[src/jfp_regs.vh]
`ifndef JFP_REGS_VH
`define JFP_REGS_VH
// ----------------------------------------
// instruction opcodes
// ----------------------------------------
`define JFP_IR_W 4
`define JFP_OP_RESET 4'hc
`define JFP_OP_ENABLE 4'h4
`define JFP_OP_COMMAND 4'h5
`define JFP_OP_PAGELOAD 4'h6
`define JFP_OP_PAGEREAD 4'h7
`define JFP_OP_BYPASS 4'hf
// ----------------------------------------
// data register widths and values
// ----------------------------------------
`define JFP_EN_W 16
`define JFP_CMD_W 15
`define JFP_BYTE_W 8
`define JFP_SIGNATURE 16'ha370
`define JFP_EN_RST 16'h0000
`define JFP_CMD_RST 15'h0000
// ----------------------------------------
// timing
// ----------------------------------------
`define JFP_DISABLE_CLR_CYC 2
`define JFP_PAGELOAD_TCK 11
`define JFP_FIFO_DEPTH 16
`endif

[src/jfp_prog_port.v]
`timescale 1ns/1ps
`default_nettype none
`include "jfp_regs.vh"

// ----------------------------------------
// page buffer write fifo
// ----------------------------------------
module jfp_fifo #(
  parameter W = 10,
  parameter D = `JFP_FIFO_DEPTH,
  parameter AW = 4
) (
  // clock and reset
  input wire clock,
  input wire rst_n,
  // fill side
  input wire in_valid,
  output wire in_ready,
  input wire [W-1:0] in_data,
  // drain side
  output wire out_valid,
  input wire out_ready,
  output wire [W-1:0] out_data
);
  reg [W-1:0] mem [0:D-1];
  reg [AW:0] wp_q;
  reg [AW:0] rp_q;
  wire full = (wp_q[AW-1:0] == rp_q[AW-1:0]) && (wp_q[AW] != rp_q[AW]);
  wire empty = (wp_q == rp_q);
  assign in_ready = !full;
  assign out_valid = !empty;
  assign out_data = mem[rp_q[AW-1:0]];
  always @(posedge clock) begin
    if (in_valid && !full)
      mem[wp_q[AW-1:0]] <= in_data;
  end
  always @(posedge clock) begin
    if (!rst_n) begin
      wp_q <= {(AW+1){1'b0}};
      rp_q <= {(AW+1){1'b0}};
    end else begin
      if (in_valid && !full)
        wp_q <= wp_q + 1'b1;
      if (out_ready && !empty)
        rp_q <= rp_q + 1'b1;
    end
  end
endmodule // jfp_fifo

// ----------------------------------------
// test port programming logic
// ----------------------------------------
module jfp_prog_port #(
  parameter TIMEOUT_CYC = 64,
  parameter AW = 6
) (
  // clock and reset
  input wire clock,
  input wire rst_n,
  // test port pins
  input wire tck,
  input wire tms,
  input wire tdi,
  output reg tdo_q,
  output reg tdo_oe_q,
  // enable control
  input wire test_port_enable_fuse,
  input wire disable_bit_set,
  input wire ext_reset_n,
  output reg test_port_disable_bit_q,
  // core reset
  output wire core_reset,
  // flash control
  output reg [`JFP_CMD_W-1:0] flash_cmd_q,
  output reg flash_cmd_upd_q,
  output reg flash_exec_q,
  input wire [`JFP_CMD_W-1:0] flash_result,
  input wire [15:0] flash_word,
  output reg [AW-1:0] word_addr_q,
  input wire addr_preset,
  input wire [AW-1:0] addr_preset_val,
  output reg prog_mode_q,
  // page buffer write stream
  output wire pb_valid,
  input wire pb_ready,
  output wire [AW-1:0] pb_addr,
  output wire pb_high,
  output wire [`JFP_BYTE_W-1:0] pb_data
);
  localparam S_RESET = 4'h0;
  localparam S_IDLE = 4'h1;
  localparam S_SEL_DR = 4'h2;
  localparam S_CAP_DR = 4'h3;
  localparam S_SH_DR = 4'h4;
  localparam S_EX1_DR = 4'h5;
  localparam S_PA_DR = 4'h6;
  localparam S_EX2_DR = 4'h7;
  localparam S_UP_DR = 4'h8;
  localparam S_SEL_IR = 4'h9;
  localparam S_CAP_IR = 4'ha;
  localparam S_SH_IR = 4'hb;
  localparam S_EX1_IR = 4'hc;
  localparam S_PA_IR = 4'hd;
  localparam S_EX2_IR = 4'he;
  localparam S_UP_IR = 4'hf;

  // two-flop synchronisers for the pins
  reg [1:0] tck_s_q;
  reg [1:0] tms_s_q;
  reg [1:0] tdi_s_q;
  reg [1:0] xr_s_q;
  reg tck_d1_q;
  always @(posedge clock) begin
    if (!rst_n) begin
      tck_s_q <= 2'h0;
      tms_s_q <= 2'h0;
      tdi_s_q <= 2'h0;
      xr_s_q <= 2'h3;
      tck_d1_q <= 1'b0;
    end else begin
      tck_s_q <= {tck_s_q[0], tck};
      tms_s_q <= {tms_s_q[0], tms};
      tdi_s_q <= {tdi_s_q[0], tdi};
      xr_s_q <= {xr_s_q[0], ext_reset_n};
      tck_d1_q <= tck_s_q[1];
    end
  end
  wire tck_rise = tck_s_q[1] && !tck_d1_q;
  wire tck_fall = !tck_s_q[1] && tck_d1_q;
  wire tms_i = tms_s_q[1];
  wire tdi_i = tdi_s_q[1];

  // ----------------------------------------
  // port enable
  // ----------------------------------------
  reg [1:0] dis_cnt_q;
  always @(posedge clock) begin
    if (!rst_n) begin
      test_port_disable_bit_q <= 1'b0;
      dis_cnt_q <= 2'h0;
    end else if (test_port_disable_bit_q && !xr_s_q[1]) begin
      dis_cnt_q <= dis_cnt_q + 2'h1;
      if (dis_cnt_q == `JFP_DISABLE_CLR_CYC - 1)
        test_port_disable_bit_q <= 1'b0;
    end else begin
      dis_cnt_q <= 2'h0;
      if (disable_bit_set)
        test_port_disable_bit_q <= 1'b1;
    end
  end
  wire port_on = test_port_enable_fuse && !test_port_disable_bit_q;

  // ----------------------------------------
  // tap controller
  // ----------------------------------------
  reg [3:0] st_q;
  reg [3:0] st_d;
  always @* begin
    case (st_q)
      S_RESET: st_d = tms_i ? S_RESET : S_IDLE;
      S_IDLE: st_d = tms_i ? S_SEL_DR : S_IDLE;
      S_SEL_DR: st_d = tms_i ? S_SEL_IR : S_CAP_DR;
      S_CAP_DR: st_d = tms_i ? S_EX1_DR : S_SH_DR;
      S_SH_DR: st_d = tms_i ? S_EX1_DR : S_SH_DR;
      S_EX1_DR: st_d = tms_i ? S_UP_DR : S_PA_DR;
      S_PA_DR: st_d = tms_i ? S_EX2_DR : S_PA_DR;
      S_EX2_DR: st_d = tms_i ? S_UP_DR : S_SH_DR;
      S_UP_DR: st_d = tms_i ? S_SEL_DR : S_IDLE;
      S_SEL_IR: st_d = tms_i ? S_RESET : S_CAP_IR;
      S_CAP_IR: st_d = tms_i ? S_EX1_IR : S_SH_IR;
      S_SH_IR: st_d = tms_i ? S_EX1_IR : S_SH_IR;
      S_EX1_IR: st_d = tms_i ? S_UP_IR : S_PA_IR;
      S_PA_IR: st_d = tms_i ? S_EX2_IR : S_PA_IR;
      S_EX2_IR: st_d = tms_i ? S_UP_IR : S_SH_IR;
      S_UP_IR: st_d = tms_i ? S_SEL_DR : S_IDLE;
      default: st_d = S_RESET;
    endcase
  end

  reg [`JFP_IR_W-1:0] ir_q;
  reg [`JFP_IR_W-1:0] ir_sh_q;
  reg rst_reg_q;
  reg byp_q;
  reg hi_q;
  reg first_q;
  reg run_q;
  // exec waits one clock so the command is applied before it runs
  reg exec_arm_q;
  reg [`JFP_EN_W-1:0] en_q;
  reg [`JFP_CMD_W-1:0] cmd_q;
  reg [15:0] tmo_q;
  wire tck_step = tck_rise && port_on;
  wire is_pl = (ir_q == `JFP_OP_PAGELOAD);
  wire is_pr = (ir_q == `JFP_OP_PAGEREAD);
  wire is_cmd = (ir_q == `JFP_OP_COMMAND);
  wire new_ir = tck_step && (st_q == S_UP_IR);
  wire pl_upd = tck_step && (st_q == S_UP_DR) && is_pl;

  // word address step, shared by page load and page read
  function [AW-1:0] addr_next;
    input [AW-1:0] a;
    begin
      addr_next = a + 1'b1;
    end
  endfunction

  always @(posedge clock) begin
    if (!rst_n) begin
      st_q <= S_RESET;
      ir_q <= `JFP_OP_BYPASS;
      ir_sh_q <= 4'h0;
      byp_q <= 1'b0;
      rst_reg_q <= 1'b0;
      en_q <= `JFP_EN_RST;
      cmd_q <= `JFP_CMD_RST;
      prog_mode_q <= 1'b0;
      flash_cmd_q <= `JFP_CMD_RST;
      flash_cmd_upd_q <= 1'b0;
      flash_exec_q <= 1'b0;
      run_q <= 1'b0;
      exec_arm_q <= 1'b0;
      hi_q <= 1'b0;
      first_q <= 1'b1;
      word_addr_q <= {AW{1'b0}};
    end else begin
      flash_cmd_upd_q <= 1'b0;
      flash_exec_q <= exec_arm_q;
      exec_arm_q <= 1'b0;
      if (addr_preset)
        word_addr_q <= addr_preset_val;
      if (tck_step) begin
        st_q <= st_d;
        // reset register survives st_reset, ir returns to bypass: opcode 0xc never resets us
        if (st_q == S_RESET)
          ir_q <= `JFP_OP_BYPASS;
        if (st_q == S_CAP_IR)
          ir_sh_q <= 4'h1;
        if (st_q == S_SH_IR)
          ir_sh_q <= {tdi_i, ir_sh_q[3:1]};
        if (st_q == S_UP_IR) begin
          ir_q <= ir_sh_q;
          hi_q <= 1'b0;
          first_q <= 1'b1;
        end
        // other opcodes touch only bypass, programming regs stay put
        if (st_q == S_SH_DR) begin
          case (ir_q)
            `JFP_OP_RESET: rst_reg_q <= tdi_i;
            `JFP_OP_ENABLE: en_q <= {tdi_i, en_q[15:1]};
            `JFP_OP_COMMAND: cmd_q <= {tdi_i, cmd_q[14:1]};
            `JFP_OP_PAGELOAD, `JFP_OP_PAGEREAD:
              cmd_q[7:0] <= {tdi_i, cmd_q[7:1]};
            default: byp_q <= tdi_i;
          endcase
        end
        if (st_q == S_CAP_DR) begin
          if (is_cmd)
            cmd_q <= flash_result;
          if (is_pr) begin
            cmd_q[7:0] <= hi_q ? flash_word[15:8] : flash_word[7:0];
            hi_q <= !hi_q;
            if (hi_q)
              word_addr_q <= addr_next(word_addr_q);
          end
          if (!is_cmd && !is_pr)
            byp_q <= 1'b0;
        end
        if (st_q == S_UP_DR) begin
          if (ir_q == `JFP_OP_ENABLE)
            prog_mode_q <= (en_q == `JFP_SIGNATURE);
          if (is_cmd) begin
            flash_cmd_q <= cmd_q;
            flash_cmd_upd_q <= 1'b1;
          end
          if (is_pl) begin
            hi_q <= !hi_q;
            first_q <= 1'b0;
            if (!hi_q && !first_q)
              word_addr_q <= addr_next(word_addr_q);
          end
        end
        // one exec pulse on entry to idle only
        run_q <= (st_d == S_IDLE);
        // an instruction update entering idle must not rerun the command
        if (st_d == S_IDLE && !run_q && is_cmd && prog_mode_q &&
            st_q != S_UP_IR)
          exec_arm_q <= 1'b1;
      end
    end
  end

  // ----------------------------------------
  // reset time-out after release
  // ----------------------------------------
  always @(posedge clock) begin
    if (!rst_n)
      tmo_q <= 16'h0000;
    else if (rst_reg_q || !xr_s_q[1])
      tmo_q <= TIMEOUT_CYC[15:0];
    else if (tmo_q != 0)
      tmo_q <= tmo_q - 16'h0001;
  end

  assign core_reset = rst_reg_q || !xr_s_q[1] || (tmo_q != 0);

  // ----------------------------------------
  // page load: byte into fifo, drained in time
  // ----------------------------------------
  // limitation: a full fifo drops the byte, far side must keep draining
  wire [AW+`JFP_BYTE_W:0] pl_next;
  // address sampled after its pre-increment, so enqueue one clock late
  reg pl_pend_q;
  always @(posedge clock) begin
    if (!rst_n)
      pl_pend_q <= 1'b0;
    else
      pl_pend_q <= pl_upd && prog_mode_q;
  end
  // hi_q has toggled already: the byte written is the opposite half
  wire [AW+`JFP_BYTE_W:0] pl_in = {word_addr_q, !hi_q, cmd_q[7:0]};
  jfp_fifo #(.W(AW+`JFP_BYTE_W+1), .D(`JFP_FIFO_DEPTH), .AW(4)) u_fifo (
    .clock(clock),
    .rst_n(rst_n),
    .in_valid(pl_pend_q),
    .in_ready(),
    .in_data(pl_in),
    .out_valid(pb_valid),
    .out_ready(pb_ready),
    .out_data(pl_next)
  );
  assign pb_addr = pl_next[AW+`JFP_BYTE_W:`JFP_BYTE_W+1];
  assign pb_high = pl_next[`JFP_BYTE_W];
  assign pb_data = pl_next[`JFP_BYTE_W-1:0];

  // ----------------------------------------
  // serial out, changes on falling tck
  // ----------------------------------------
  always @(posedge clock) begin
    if (!rst_n) begin
      tdo_q <= 1'b0;
      tdo_oe_q <= 1'b0;
    end else if (tck_fall && port_on) begin
      tdo_oe_q <= (st_q == S_SH_DR) || (st_q == S_SH_IR);
      if (st_q == S_SH_IR)
        tdo_q <= ir_sh_q[0];
      else case (ir_q)
        `JFP_OP_RESET: tdo_q <= rst_reg_q;
        `JFP_OP_ENABLE: tdo_q <= en_q[0];
        `JFP_OP_COMMAND, `JFP_OP_PAGELOAD, `JFP_OP_PAGEREAD:
          tdo_q <= cmd_q[0];
        default: tdo_q <= byp_q;
      endcase
    end
  end
endmodule // jfp_prog_port
`default_nettype wire

[config.mk]
export PLATFORM = sky130hd
export DESIGN_NAME = jfp_prog_port
export DESIGN_NICKNAME = d
export VERILOG_FILES = /design/src/jfp_prog_port.v
export VERILOG_INCLUDE_DIRS = /design/src /design/src/src
export SDC_FILE = /design/constraint.sdc
export NUM_CORES = 1
export LEC_CHECK = 0
export BUFFER_PORTS_ARGS = -buffer_cell sky130_fd_sc_hd__buf_2
export CAP_MARGIN = 20
export CORE_AREA = 2 2 185 187
export DETAILED_ROUTE_END_ITERATION = 10
export DIE_AREA = 0 0 187 189
export GPL_TIMING_DRIVEN = 0
export PLACE_DENSITY = 0.64
export SLEW_MARGIN = 10
export SYNTH_ARGS = -nofsm -noshare
export SYNTH_HDL_FRONTEND = slang
export SYNTH_SLANG_ARGS = --single-unit
[constraint.sdc]
create_clock -name clock -period 2.4 [get_ports clock]
set_input_delay 0.6 -clock clock [delete_from_list [all_inputs] [get_ports clock]]
set_output_delay 0.6 -clock clock [all_outputs]
set_load 0.02 [all_outputs]
Word-level counts from Yosys, hierarchy flattened
Memory sizes are Yosys's and may differ from the RTL's. A register that Yosys moved wholly into a read port is not among the register bits.
Index checks and enable logic that the tools add are counted.
- register bits after elaboration: 114
- memories kept: 1
- bits in writable memories: 240
- input bits: 47
- bits in read-only memories: 0
- logic and storage cells: 177
- latch bits: 0
- mux-type cells: 57
- multipliers: 0
- bitwise operators: 1
- divide/modulo/power cells: 0
- order comparisons: 0
- equal/unequal tests: 28
- reductions and logical operators: 55
- shift operators: 0
- add/sub/neg operators: 5
- memory list (name ; depth ; bits a word ; rd ports ; clocked after memory_dff ; write ports ; line ; source):
    u_fifo.mem ; 16 ; 15 ; 1 ; 1 ; 1 ; jfp_prog_port.v:25 ; reg [W-1:0] mem [0:D-1];
- operator list (operator ; count):
    $mux W6 ; 8
    $pmux W4 S12 ; 1
    $mux W15 ; 3
    $mux W4 ; 10
    $eq A4 B4 Y1 const B ; 9
    $eq A4 B3 Y1 const B ; 8
    $mux W1 ; 23
    $mux W7 ; 3
    $logic_and A1 B1 Y1 ; 18
    $eq A16 B16 Y1 const B ; 1
    $mux W8 ; 2
    $pmux W8 S2 ; 1
    $reduce_bool A16 Y1 ; 1
    $sub A16 B1 Y16 const B ; 1
    $reduce_and A3 Y1 ; 5
    $logic_not A1 Y1 ; 11
    $add A5 B1 Y5 const B ; 2
    $reduce_and A2 Y1 ; 5
    $eq A4 B1 Y1 const B ; 2
    $eq A4 B2 Y1 const B ; 2
    $reduce_bool A2 Y1 ; 4
    $reduce_or A2 Y1 ; 4
    $add A6 B1 Y6 const B ; 1
    $mux W2 ; 3
    14 further kinds ; 18

Longest topological paths before layout
- word-level depth: 9
- gate-level depth with buffers: 7
- gate-level depth less buffers: 5

Cells and area by module
Synthesis repeated with hierarchy kept, for this count alone.
- cells, all modules: 1019
- area, all modules: 14955.6 um2
- by module, submodules not included (module ; area each (um2) ; times used ; cells an instance ; sequential area each (um2)):
    jfp_fifo ; 9975.8 ; 1 ; 439 ; 7487.2
    jfp_prog_port ; 4979.8 ; 1 ; 580 ; 2082.0

Worst setup path before layout
No wires, ideal clock.
- path kind: register to output
- from: register (tool-made name)
- to: output pb_addr[0]
- cell stages (with the launch flop): 5
- path buffers: 2
- required time: 1.800 ns
- path slack: -0.006 ns
- arrival time: 1.806 ns
- path through: dfxtp_1 > clkbuf_1 > buf_2 > mux4_2 > mux4_2
- RTL lines (element ; line ; source):
    end, declared ; jfp_prog_port.v:86 ; output wire [AW-1:0] pb_addr,

==> impl_results.rst <==
.. list-table::
   :header-rows: 1

   * - Metric
     - Value
   * - Cell at the root of the clock tree
     - sky130_fd_sc_hd__clkbuf_16
   * - Layout cells sized above 1
     - 0.266
   * - Final worst hold slack
     - 0.261 ns
   * - Number of warnings reported in the yosys synthesis log
     - 0
   * - Synth Cell Area
     - 0.0149 mm2
   * - CTS max path bufs
     - 3
   * - Total number of placement rows
     - 67
   * - Power per cell area
     - 767 mW/mm2
   * - First drt pass iteration count
     - 5
   * - Number of fill cells in the layout
     - 2764
   * - Total nets after synthesis
     - 1109
   * - Pre-CTS setup slack
     - -0.630 ns
   * - Crit Path Class
     - reg -> out
   * - Yosys cell types
     - 71
   * - Hold-fix buffers at CTS
     - 0
   * - Flip-flop and latch count after synthesis
     - 358
   * - Worst supply voltage drop on vdd
     - 0.000628 V
   * - Hold Crit Start
     - ext_reset_n
   * - Area growth syn-to-layout
     - 19.3%
   * - Later-pin clock latency in the skew report
     - 0.53 ns
   * - Port-buffer cells
     - 89
   * - Via-per-instance ratio
     - 5.61
   * - Endpoint of the worst register-to-register path
     - u_fifo.mem[3][7]
   * - Number of levels in the clock H-tree
     - 2
   * - Standby leakage power
     - 6.18 nW
   * - Clk pin slew, worst setup/hold paths
     - 0.06 ns
   * - Post-synthesis sequential area ratio
     - 0.643
   * - Top cells by area in the synthesized netlist
     - sky130_fd_sc_hd__edfxtp_1, sky130_fd_sc_hd__dfxtp_1, sky130_fd_sc_hd__mux4_2
   * - Boundary pin count
     - 91
   * - Fin crit share
     - 1.25
   * - Worst setup slack after layout
     - -0.610 ns
   * - Unrepaired setup endpoints after global routing
     - true
   * - Flip-flop cell with the highest count after synthesis
     - sky130_fd_sc_hd__edfxtp_1
   * - Final number of setup-violating endpoints
     - 15
   * - Final hold violation count
     - 0
   * - Critical path startpoint category
     - register
   * - Number of global-route vias before repair
     - 9166
   * - Number of remaining DRC errors
     - 0
   * - Final layout net count
     - 1257
   * - Max-slew violations
     - 0
   * - Maximum clock rate
     - 332 MHz
   * - Instance count of the mapped netlist
     - 1054
   * - Clock sink count
     - 358
   * - N_diodes
     - 0
   * - Placed wire-length estimate after detailed placement
     - 22400 um
   * - Initial cell density of the core
     - 0.447
   * - Average footprint of a synthesized cell
     - 14.1 um2
   * - Cell type with the largest total area after synthesis
     - sky130_fd_sc_hd__edfxtp_1
   * - Endpoint class of the critical path
     - output port
   * - Final Core Density
     - 0.534
   * - Worst setup slack for register-to-register paths
     - 0.11 ns
   * - Via Count
     - 9416
   * - Die span in y
     - 189 um
   * - Remaining max-slew budget at the tightest pin
     - 0.434
   * - Run status
     - complete, but fails checks
   * - Setup clock skew after layout
     - 0.0266 ns
   * - Class of the tightest hold or removal check
     - in -> reg
   * - First-pass GRT wire length
     - 54100 um
   * - Number of antenna-violating nets in the routed design
     - 0
   * - Cts bufs inserted
     - 39
   * - Post-synth ARST share
     - 0
   * - Number of DRC violations after detailed-routing iteration 0
     - 900
   * - Core box area
     - 0.0333 mm2
   * - Portion of synthesized cell area occupied by the leading cell type
     - 0.484
   * - Minimum clock period
     - 3.01 ns
   * - Overflow left after global routing
     - 0
   * - Aggregate global-route resource usage
     - 0.198
   * - Top fanout value on the critical path
     - 6
   * - Required @ worst endpoint
     - 1.80 ns
   * - Total routed wirelength
     - 35200 um
   * - Reg2reg start
     - u_fifo.wp_q[3]
   * - # Max-Cap Violations
     - 0
   * - Total Negative Setup Slacks
     - -8.77 ns
   * - Routed length per instance
     - 21.0 um
   * - Maximum number of pins on one net before global-route repair
     - 23
   * - Worst-margin pin slew
     - 0.847 ns
   * - Die W
     - 187 um
   * - Number of enable-type register cells in the synthesized netlist
     - 240
   * - TritonCTS clock tree
     - yes
   * - Total die area
     - 0.0353 mm2
   * - Logic depth of the worst register-to-register path
     - 5
   * - CP endpoint
     - pb_addr[3]
   * - Crit path arrival time
     - 2.41 ns
   * - Placer Congestion
     - 0.846
   * - Number of antenna violations at the first check in global routing
     - 0
   * - Failing checks
     - negative setup slack
## cell usage in the layout (no fill, tap or decap), types with 6 or more instances in the layout
cell                        Yosys  layout
sky130_fd_sc_hd__nand4_1       10      10
sky130_fd_sc_hd__edfxtp_1     240     240
sky130_fd_sc_hd__nor3_1        33      31
sky130_fd_sc_hd__clkinv_1       0       6
sky130_fd_sc_hd__buf_6          2      14
sky130_fd_sc_hd__o21a_1         6       6
sky130_fd_sc_hd__mux2i_1       28      28
sky130_fd_sc_hd__o41ai_1        7       7
sky130_fd_sc_hd__nand2b_1      22      22
sky130_fd_sc_hd__buf_4         10      24
sky130_fd_sc_hd__clkinv_2       0       6
sky130_fd_sc_hd__and3_1        19       6
sky130_fd_sc_hd__buf_2         13      84
sky130_fd_sc_hd__mux4_2        75      75
sky130_fd_sc_hd__o22ai_1       18      18
sky130_fd_sc_hd__a211oi_1       6       6
sky130_fd_sc_hd__a21oi_1       61      60
sky130_fd_sc_hd__clkbuf_16      0      45
sky130_fd_sc_hd__clkbuf_1      43      38
sky130_fd_sc_hd__clkbuf_8       0       6
sky130_fd_sc_hd__a31oi_1       11      11
sky130_fd_sc_hd__or3_1          6       6
sky130_fd_sc_hd__nor2_1        35      35
sky130_fd_sc_hd__and3_4         0       9
sky130_fd_sc_hd__nor2b_1        7       7
sky130_fd_sc_hd__o21ai_0       20      20
sky130_fd_sc_hd__dfxtp_2        0       8
sky130_fd_sc_hd__inv_1         17      16
sky130_fd_sc_hd__ha_1           8       7
sky130_fd_sc_hd__and2_1        16      12
sky130_fd_sc_hd__nand2_1      118     118
sky130_fd_sc_hd__dfxtp_1      118     109
sky130_fd_sc_hd__buf_12         0      10
sky130_fd_sc_hd__nand3_1       11      11
## through the flow
| step | instances | instance area [um2] | power, mW |
|---|---|---|---|
| 2_1_floorplan | 1054 | 14900 | 7.52 |
| 3_3_place_gp | 1591 | 15900 | 7.76 |
| 3_5_place_dp | 1592 | 15900 | 7.78 |
| 4_1_cts | 1660 | 17400 | 13.7 |
| 5_1_grt | 1679 | 17800 | 14.1 |
| 6_report | 1679 | 17800 | 13.6 |
## per-layer routing
layer	vias to the layer above	wire length (um)	share of wire	GRT usage
met1	4708	15800	0.45	0.275
met2	301	17100	0.49	0.328
met5	-	0	0	0
met4	0	475	0.013	0.0443
li1	4363	-	-	-
met3	44	1880	0.053	0.0323
## worst min-delay path by stage
| stage | to | slack [ns] | cells after the start |
|---|---|---|---|
| floorplan | xr_s_q[1] | 0.39 | 1 |
| global placement | xr_s_q[1] | 0.39 | 1 |
| detailed placement | xr_s_q[1] | 0.40 | 1 |
| CTS | xr_s_q[0] | 0.25 | 2 |
| global route | xr_s_q[0] | 0.26 | 2 |
| finish | xr_s_q[0] | 0.26 | 2 |
## cells in the mapped netlist, types with 5 or more instances
cell / instances
sky130_fd_sc_hd__nor2_1: 35
sky130_fd_sc_hd__o41ai_1: 7
sky130_fd_sc_hd__a211oi_1: 6
sky130_fd_sc_hd__nor4bb_1: 5
sky130_fd_sc_hd__o21a_1: 6
sky130_fd_sc_hd__ha_1: 8
sky130_fd_sc_hd__inv_1: 17
sky130_fd_sc_hd__mux4_2: 75
sky130_fd_sc_hd__nand2_1: 118
sky130_fd_sc_hd__a31oi_1: 11
sky130_fd_sc_hd__nor2b_1: 7
sky130_fd_sc_hd__mux2i_1: 28
sky130_fd_sc_hd__o21ai_0: 20
sky130_fd_sc_hd__and2_1: 16
sky130_fd_sc_hd__clkbuf_1: 43
sky130_fd_sc_hd__buf_4: 10
sky130_fd_sc_hd__o22ai_1: 18
sky130_fd_sc_hd__and3_1: 19
sky130_fd_sc_hd__xor2_1: 5
sky130_fd_sc_hd__nand3_1: 11
sky130_fd_sc_hd__or3_1: 6
sky130_fd_sc_hd__buf_2: 13
sky130_fd_sc_hd__nand4_1: 10
sky130_fd_sc_hd__nor3_1: 33
sky130_fd_sc_hd__dfxtp_1: 118
sky130_fd_sc_hd__nand2b_1: 22
sky130_fd_sc_hd__a21oi_1: 61
sky130_fd_sc_hd__edfxtp_1: 240
sky130_fd_sc_hd__o21ai_1: 5
## kinds of logic after synthesis
family,after synthesis,share of synthesized area
AOI/OAI and AO/OA,169,0.0729
xor gates and xnor gates,8,0.00471
adders and majority gates,8,0.00672
buffers and inverters,89,0.0271
DFF,358,0.643
muxes,104,0.133
and+or+nand+nor,318,0.113
## critical path: stages (launching register included)
cell and delay, ns:
sky130_fd_sc_hd__dfxtp_4 0.40, sky130_fd_sc_hd__buf_12 0.15, sky130_fd_sc_hd__clkbuf_16 0.15, sky130_fd_sc_hd__mux4_2 0.53, sky130_fd_sc_hd__mux4_2 0.52, sky130_fd_sc_hd__buf_6 0.15
## area by class of cell
cell class                 count  area, um2  area share
inverter                      17       67.6     0.00380
timing repair buffer         112        818      0.0460
buffer                        67        450      0.0253
multi-input combinational    607       5030       0.283
clock buffer                  52       1110      0.0623
sequential                   358       9580       0.539
clock inverter                18        154     0.00866
tap                          448        561      0.0315
## state kept, by name, summed over array words and instances (netlist names), 2 cells and up, named ones only
signal	count
st_q	4
u_fifo.rp_q	5
en_q	16
tck_s_q	2
u_fifo.wp_q	5
tmo_q	16
ir_q	4
tdi_s_q	2
tms_s_q	2
u_fifo.mem	240
dis_cnt_q	2
xr_s_q	2
cmd_q	15
flash_cmd_q	15
ir_sh_q	4
word_addr_q	6
## power breakdown
part / switching (mW) / internal, mW / leakage [nW] / total, mW
combinational: 0.548 / 0.437 / 2.21 / 0.985
clock: 2.39 / 3.46 / 0.619 / 5.85
sequential: 0.167 / 6.63 / 3.35 / 6.80
## timing repair
action,in CTS,in global routing
resized for setup,64,42
setup endpoints to repair,248,164
gates cloned,0,4
endpoints found under the hold margin,0,0
buffers inserted,3,15
pin swaps,3,6
(Power assumes the default switching activity.)
